`src/asd_pkg.sv`:
```
// Package for the add/subtract datapath: operation codes, register indices, widths.
// Assumes a 32-bit core with sixteen general registers, stack pointer 13, program counter 15.
package asd_pkg;
  localparam int unsigned DATA_W = 32;
  localparam int unsigned REG_W = 4;
  localparam int unsigned IMM_W = 12;
  localparam logic [REG_W-1:0] SP_IDX = 4'hD;
  localparam logic [REG_W-1:0] PC_IDX = 4'hF;
  localparam logic [DATA_W-1:0] RESULT_RST = 32'h0000_0000;
  localparam logic [3:0] FLAGS_RST = 4'h0;
  localparam logic [1:0] PC_ALIGN_MASK = 2'h0;
  localparam int unsigned FLAG_N = 3;
  localparam int unsigned FLAG_Z = 2;
  localparam int unsigned FLAG_C = 1;
  localparam int unsigned FLAG_V = 0;
  localparam int unsigned LATENCY_CYCLES = 1;

  // Operation selector from the decoder
  typedef enum logic [2:0] {
    ASD_SUM,
    ASD_CARRY_SUM,
    ASD_DIFF,
    ASD_BORROW_DIFF,
    ASD_REV_DIFF,
    ASD_WIDE_SUM,
    ASD_WIDE_DIFF
  } asd_op_t;
endpackage : asd_pkg

```
`src/asd_adder.sv`:
```
// Holds the 32-bit adder with carry-in that all operations share.
// Assumes purely combinational use inside the datapath.
`timescale 1ns/1ps
module asd_adder (
  input wire logic [31:0] a_i,   // First addend
  input wire logic [31:0] b_i,   // Second addend
  input wire logic cin_i,        // Carry in
  output logic [31:0] sum_o,     // Wrapped sum
  output logic cout_o,           // Carry out
  output logic ovf_o             // Signed overflow
);
  logic [32:0] wide;

  // Sum with carry and signed overflow
  always_comb
  begin
    wide = {1'b0, a_i} + {1'b0, b_i} + {32'h0000_0000, cin_i};
    sum_o = wide[31:0];
    cout_o = wide[32];
    ovf_o = (a_i[31] == b_i[31]) && (wide[31] != a_i[31]);
  end
endmodule : asd_adder

```
`src/asd_flag_calc.sv`:
```
// Holds the negative and zero flag computation on a result word.
// Assumes the carry and overflow bits come from the adder.
`timescale 1ns/1ps
module asd_flag_calc (
  input wire logic [31:0] res_i,  // Result word
  input wire logic cout_i,        // Carry from adder
  input wire logic ovf_i,         // Overflow from adder
  output logic [3:0] nzcv_o       // Flags N Z C V
);
  // Pack flags
  always_comb
  begin
    nzcv_o = {res_i[31], (res_i == 32'h0000_0000), cout_i, ovf_i};
  end
endmodule : asd_flag_calc

```
`src/asd_datapath.sv`:
```
// Holds the add/subtract datapath: operand selection, shared adder, write-back and flags.
// Assumes the decoder supplies register values and legal encodings in one cycle.
`timescale 1ns/1ps
// Functional notes
// - Sum adds first operand and operand/immediate
// - Carry sum adds carry flag in
// - Difference subtracts operand or immediate
// - Borrow difference subtracts one more when carry clear
// - Reversed difference is operand minus first
// - Twelve-bit immediate only plain forms, no flags
// - Missing destination means first operand register
// - Flags change only with update suffix
// - Wide forms equal immediate sum/difference
// - Program counter source has low bits cleared
// - Branch via PC-plus-register clears bit zero
// - Suffix sets N Z C V from result, except on wide forms
module asd_datapath (
  input wire logic core_clk_i,                    // Core clock 250 MHz
  input wire logic rst_i,                         // Async reset, active high
  input wire logic issue_i,                       // One-cycle operation request
  input wire asd_pkg::asd_op_t op_i,              // Operation selector
  input wire logic use_imm_i,                     // Take the twelve-bit immediate
  input wire logic [11:0] twelve_bit_immediate_i,                // Twelve-bit immediate
  input wire logic set_flags_i,                   // Flag update suffix present
  input wire logic dest_given_i,                  // Destination encoded
  input wire logic [3:0] dest_idx_i,              // Destination register index
  input wire logic [3:0] first_idx_i,             // First operand register index
  input wire logic [31:0] first_val_i,            // First operand register value
  input wire logic [31:0] flex_val_i,             // Flexible second operand value
  input wire logic [3:0] flags_i,                 // Current flags N Z C V
  output logic wr_en_o,                           // Register write pulse
  output logic [3:0] wr_idx_o,                    // Register written
  output logic [31:0] wr_data_o,                  // Data written
  output logic branch_o,                          // Branch pulse to wr_data_o
  output logic flags_we_o,                        // Flag write pulse
  output logic [3:0] flags_o                      // New flags N Z C V
);
  import asd_pkg::*;

  logic [31:0] op_a;
  logic [31:0] op_b;
  logic cin;
  logic [31:0] add_sum;
  logic add_cout;
  logic add_ovf;
  logic [3:0] calc_flags;
  logic [31:0] first_eff;
  logic [31:0] second_eff;
  logic imm_ok;
  logic [3:0] dest_eff;
  logic next_wr_en;
  logic [3:0] next_wr_idx;
  logic [31:0] next_wr_data;
  logic next_branch;
  logic next_flags_we;
  logic [3:0] next_flags;

  // Operand selection and adder input shaping
  always_comb
  begin
    first_eff = first_val_i;
    if (first_idx_i == PC_IDX)
    begin
      first_eff = {first_val_i[31:2], PC_ALIGN_MASK};
    end
    // Immediate only for plain and wide forms, never flagged
    imm_ok = use_imm_i && !set_flags_i;
    if (op_i == ASD_WIDE_SUM || op_i == ASD_WIDE_DIFF)
    begin
      imm_ok = 1'b1;
    end
    second_eff = imm_ok ? {20'h00000, twelve_bit_immediate_i} : flex_val_i;
    op_a = first_eff;
    op_b = second_eff;
    cin = 1'b0;
    case (op_i)
      ASD_SUM, ASD_WIDE_SUM:
      begin
        op_b = second_eff;
      end
      ASD_CARRY_SUM:
      begin
        op_b = flex_val_i;
        cin = flags_i[FLAG_C];
      end
      ASD_DIFF, ASD_WIDE_DIFF:
      begin
        op_b = ~second_eff;
        cin = 1'b1;
      end
      ASD_BORROW_DIFF:
      begin
        op_b = ~flex_val_i;
        cin = flags_i[FLAG_C];
      end
      ASD_REV_DIFF:
      begin
        op_a = flex_val_i;
        op_b = ~first_eff;
        cin = 1'b1;
      end
      default:
      begin
        op_b = second_eff;
      end
    endcase
  end

  asd_adder u_adder (
    .a_i(op_a),
    .b_i(op_b),
    .cin_i(cin),
    .sum_o(add_sum),
    .cout_o(add_cout),
    .ovf_o(add_ovf)
  );

  asd_flag_calc u_flags (
    .res_i(add_sum),
    .cout_i(add_cout),
    .ovf_i(add_ovf),
    .nzcv_o(calc_flags)
  );

  // Write-back, branch and flag next values
  always_comb
  begin
    dest_eff = dest_given_i ? dest_idx_i : first_idx_i;
    next_wr_en = 1'b0;
    next_wr_idx = wr_idx_o;
    next_wr_data = wr_data_o;
    next_branch = 1'b0;
    next_flags_we = 1'b0;
    next_flags = flags_o;
    if (issue_i)
    begin
      next_wr_idx = dest_eff;
      if (dest_eff == PC_IDX)
      begin
        // PC-plus-register form, for the caller side
        next_wr_data = {add_sum[31:1], 1'b0};
        next_branch = 1'b1;
      end
      else
      begin
        next_wr_data = add_sum;
        next_wr_en = 1'b1;
      end
      if (set_flags_i && !(op_i == ASD_WIDE_SUM || op_i == ASD_WIDE_DIFF))
      begin
        next_flags_we = 1'b1;
        next_flags = calc_flags;
      end
    end
  end

  // Output registers
  always_ff @(posedge core_clk_i or posedge rst_i)
  begin
    if (rst_i)
    begin
      wr_en_o <= 1'b0;
      wr_idx_o <= 4'h0;
      wr_data_o <= RESULT_RST;
      branch_o <= 1'b0;
      flags_we_o <= 1'b0;
      flags_o <= FLAGS_RST;
    end
    else
    begin
      wr_en_o <= next_wr_en;
      wr_idx_o <= next_wr_idx;
      wr_data_o <= next_wr_data;
      branch_o <= next_branch;
      flags_we_o <= next_flags_we;
      flags_o <= next_flags;
    end
  end
endmodule : asd_datapath

```
`config.mk`:
```
export PLATFORM = sky130hd
export DESIGN_NAME = asd_datapath
export DESIGN_NICKNAME = d
export VERILOG_FILES = /design/src/asd_pkg.sv /design/src/asd_adder.sv /design/src/asd_flag_calc.sv /design/src/asd_datapath.sv
export SDC_FILE = /design/constraint.sdc
export NUM_CORES = 1
export LEC_CHECK = 0
export BUFFER_PORTS_ARGS = -buffer_cell sky130_fd_sc_hd__buf_2
export CORE_MARGIN = 5
export CORE_UTILIZATION = 59
export DETAILED_ROUTE_END_ITERATION = 10
export PLACE_DENSITY = 0.84
export SYNTH_ARGS = -nofsm -noshare
export SYNTH_HDL_FRONTEND = slang
export SYNTH_SLANG_ARGS = --single-unit
```
`constraint.sdc`:
```
create_clock -name core_clk_i -period 2.18 [get_ports core_clk_i]
set_input_delay 0.218 -clock core_clk_i [delete_from_list [all_inputs] [get_ports core_clk_i]]
set_output_delay 0.218 -clock core_clk_i [all_outputs]
set_load 0.01 [all_outputs]
```
==> flow_summary.toml, run 1 <==
[outcome]
status = "stopped before the end"
lastStage = "5_1_grt"
firstError = "[ERROR GRT-0116] Global routing finished with congestion. Check the congestion regions in the DRC Viewer."

[yosys]
synth-edff-count = 0
avgSynthCellArea_um2 = 8.121
synthArstFlopShare = 1.000
syn_inst = 683
yosysWarnings = 0
synth-xor-area-share = 0.03632
synthAdderAreaFrac = 0.07715
ys.flop_type = "dfrtp_1"
synth.area.top_cells = "dfrtp_1 (19%), mux2_2 (14%), ha_1 (7.0%)"
syn_area_um2 = 5547
synth_top_family_by_area = "compound AO/OA/AOI/OAI gates"
synth_mux_area_frac = 0.1586
netlist-cell-type-count = 74
synthDominantCellAreaShare = 0.1940
synth_top_area_cell = "dfrtp_1"
synthSimpleGateAreaFrac = 0.1771
synth-seq-cells = 43
synth_nets = 813
synth-compound-area-share = 0.2971
yosysSeqAreaShare = 0.1940

[floorplan]
rows = 35
die_w_um = 107.0
io_pins = 140
start_util = 0.6031
die_h_um = 107.0

[clocking]
clock-root-buffer = "clkbuf_8"
clock_path_buffers = 2
cts_buffers = 5
cts_sinks = 43
cts_hold_buf = 0
htree_levels = 2

[grt]
grt_max_degree = 44
grt_pass1_vias = 9234
track_usage = 0.5750
grt_pass1_wl_mm = 50.48
grt-ovfl-total = 1

[placement]
hpwl_mm = 17.08
gp_congestion = 1.052
io_buffers = 136
[Yosys cell counts, types with 4 or more instances]
library cell  count
nand2_1          93
mux2_2           71
a21oi_1          52
dfrtp_1          43
clkbuf_1         40
o21ai_0          33
ha_1             31
nor2_1           25
a31o_2           21
a222oi_1         20
inv_1            18
nor3_1           18
xnor2_1          13
a21o_1           12
o22ai_1          12
a22oi_1          11
nand3_1          10
xor2_1           10
a211oi_1          9
o21a_1            9
mux2i_1           8
and3_1            7
and2_1            6
nand4_1           6
o21bai_1          6
nor2b_1           5
o211ai_1          5
o21ai_1           5
or3_1             5
or4_1             4
[stage by stage]
| step | setup WS, ns | area [um2] | std cells | util |
|---|---|---|---|---|
| floorplan | -2.351 | 5737 | 683 | - |
| global placement | -2.333 | 7920 | 1096 | 0.8612 |
| detailed placement | -2.539 | 7920 | 1096 | 0.8612 |
| CTS | -2.042 | 8618 | 1118 | 0.9371 |
[timing repair]
| item | in CTS |
|---|---|
| setup buffers | 34 |
| setup endpoints to repair | 35 |
| gates cloned | 1 |
| resized for setup | 97 |
| pin swaps | 56 |
[routing by layer]
layer  track usage  overflow
met5      0.004762         0
met2        0.8192         1
met1        0.5831         0
met3        0.3215         0
met4        0.5534         0
[cell families after synthesis]
kind of cell / Yosys count
AOI/OAI and AO/OA: 231
xor gates and xnor gates: 23
adders and majority gates: 33
buffers and inverters: 71
DFF: 43
muxes: 79
and+or+nand+nor: 203
==> run 2, diff against run 1 <==
CORE_UTILIZATION = 40   (was 59)
PLACE_DENSITY = unset   (was 0.84)
PLACE_DENSITY_LB_ADDON = 0.15   (was unset)
==> run 2 against run 1 <==
Effect of this change:
- the flow now finishes, with violations (negative setup slack)
- synthesized cell count did not move
- synthesized area did not move
==> flow_summary.toml, run 2 <==
[outcome]
status = "complete, but fails checks"
violations = "negative setup slack"

[grt]
grt-ovfl-total = 0
grt_pass1_wl_mm = 31.89
grt_pass1_vias = 6892
antenna_found_initial = 0
grt_max_degree = 43
track_usage = 0.2354

[job]
max-cap-violations = 0

[yosys]
syn_area_um2 = 5547
yosysSeqAreaShare = 0.1940
yosysWarnings = 0
synth-seq-cells = 43
synth_most_common_cell = "nand2_1"
synthDominantCellAreaShare = 0.1940
synth_top_area_cell = "dfrtp_1"
ys.flop_type = "dfrtp_1"
synth_nets = 813
synth-edff-count = 0
syn_inst = 683
netlist-cell-type-count = 74
synthArstFlopShare = 1.000
synth.area.top_cells = "dfrtp_1 (19%), mux2_2 (14%), ha_1 (7.0%)"
synth_commonest_cells = "nand2_1 (93), mux2_2 (71), a21oi_1 (52), dfrtp_1 (43), clkbuf_1 (40)"
avgSynthCellArea_um2 = 8.121

[sta]
period_share = 1.966
slew_headroom = 0.3826
finalMaxSlewViolations = 0
finalSetupViolCount = 36
min_period_ns = 4.285
layout_setup_ws_ns = -2.105
rsz0062_at_grt = "true"
worst_pin_slew_ns = 0.9204
fin_skew_ns = 0
max_freq_mhz = 233.4
hold_viol_final = 0

[final_layout]
largest_register = "wr_data_o"
layout_commonest_cell = "buf_4"
stdcell_count = 1195
final_cell_mix = "buf_4 (221), buf_2 (134), nand2_1 (91)"
design_area_um2 = 9040
fillers = 1173
num-nets-final = 1144
syn_to_final_growth_pct = 62.98
largestRegisters = "wr_data_o x32, flags_o x4, wr_idx_o x4"
largest_reg_flops = 32
antennaDiodeCount = 0
drive_above_1_share = 0.5685

[worst_setup_path]
rr_endpoint = "wr_data_o[31]"
crit_family = "simple AND/OR/NAND/NOR gates"
crit_cells = 19
slowest_delay_ns = 0.58
r2r-start = "wr_data_o[31]"
cpMaxStageDelayCell = "or4_4"
end_kind = "flop"
required_ns = 2.40
critPathArrivalTime_ns = 4.50
startpoint_type = "primary input"
cp_max_fo = 3
critPathBufInv = 4
reg2regPathDepth = 1
crit_type = "in -> reg"
cp_cell_sequence = "buf_8, xor2_4, a22oi_2, buf_6, mux2i_2, buf_4, nand2_1, o21ai_0, a221o_1, fa_2, fa_2, buf_4, xor2_4, nand3_1, or4_1, nor4_2, nand4b_1, or4_4, o21ai_2"
rrSetupSlack_ns = 1.40

[route]
dr_wl_met3_um = 893
antenna_left = 0
wl_met2_mm = 10.96
wl_met1_mm = 7.954
drt_iter0_drc = 438
vias = 6699
wirelength_mm = 20.52
routed.top_layer = "met4"
viasPerCell = 5.606
drt-wirelength-per-cell_um = 17.17
drt_pre_antenna_iters = 6
drc = 0

[clocking]
clock_path_buffers = 2
cts_buffers = 5
clk_pin_slew_ns = 0.06
clock-root-buffer = "clkbuf_16"
clk_latency_ns = 0.28
cts_tree = "done"
cts_hold_buf = 0
htree_levels = 2
cts_sinks = 43

[floorplan]
coreArea_um2 = 13720
io_pins = 140
rows = 43
start_util = 0.4043
die_w_um = 127.8
die_area_um2 = 16320
die_h_um = 127.8

[hold_path]
hp-class = "in -> async"

[placement]
gp_congestion = 0.9088
dp_cells = 1169
place_area_um2 = 8049
hpwl_mm = 15.83
io_buffers = 136

[power_and_ir_drop]
net-switching-power_uw = 2362
powerDensity_nw_per_um2 = 692.4
ir_drop_mv = 0.6219
power.leakage_uw = 0.004199
clockPowerShare = 0.154
finalPower_uw = 6259
seqPwrFrac = 0.192
p_comb_frac = 0.654
switching_share = 0.3773
p_int_uw = 3897
==> run 2: timing repair <==
action	in CTS	in global routing
pin swaps	29	45
setup buffers	10	10
resized for setup	65	66
gates cloned	2	1
setup endpoints to repair	35	36
==> run 2: worst max-delay path by stage <==
stage               startpoint         end
CTS                    op_i[0]  flags_o[2]
finish                 op_i[0]  flags_o[2]
global placement       op_i[0]  flags_o[2]
detailed placement     op_i[0]  flags_o[2]
floorplan              op_i[1]  flags_o[2]
global route           op_i[0]  flags_o[2]
==> run 2: logic make-up after synthesis <==
family          after synthesis  share of synthesized area
buf+inv                      71                    0.05978
xor+xnor                     23                    0.03632
fa+ha+maj                    33                    0.07715
compound gates              231                     0.2971
flops                        43                     0.1940
mux                          79                     0.1586
simple gates                203                     0.1771
==> run 2: through the flow <==
step | TNS, ns | hold slack [ns] | worst slack [ns] | utilization
finish | -48.22 | 0.01216 | -2.105 | 0.6589
global route | -52.97 | 0.07416 | -2.270 | 0.6589
detailed placement | -60.56 | 0.3444 | -2.497 | 0.5867
global placement | -58.91 | 0.3327 | -2.522 | 0.5867
floorplan | -49.33 | 0.4252 | -2.351 | -
CTS | -45.29 | 0.03701 | -2.000 | 0.6299
==> run 2: area by class of cell <==
| type | instances | area, um2 | area share |
|---|---|---|---|
| sequential | 43 | 1076 | 0.1190 |
| timing repair buffer | 375 | 2606 | 0.2883 |
| clock inverter | 3 | 67.56 | 0.007474 |
| tap | 180 | 225.2 | 0.02491 |
| inverter | 19 | 71.32 | 0.007889 |
| multi-input combinational | 570 | 4868 | 0.5385 |
| clock buffer | 5 | 125.1 | 0.01384 |
==> run 2: power by group through the flow <==
stage | combinational (uW) | sequential [uW] | clock (uW)
2_1_floorplan | 1750 | 1330 | 0
3_3_place_gp | 3530 | 1200 | 0
3_5_place_dp | 3580 | 1210 | 0
4_1_cts | 3840 | 1200 | 979
5_1_grt | 4420 | 1240 | 1020
6_report | 4090 | 1200 | 967
==> run 2: per-layer routing <==
layer  up-vias  global-route usage
met2       191              0.4473
li1       3270                   -
met3        41             0.02958
met4         0             0.08801
met5         -                   0
met1      3197              0.2658
(Power assumes the default switching activity.)
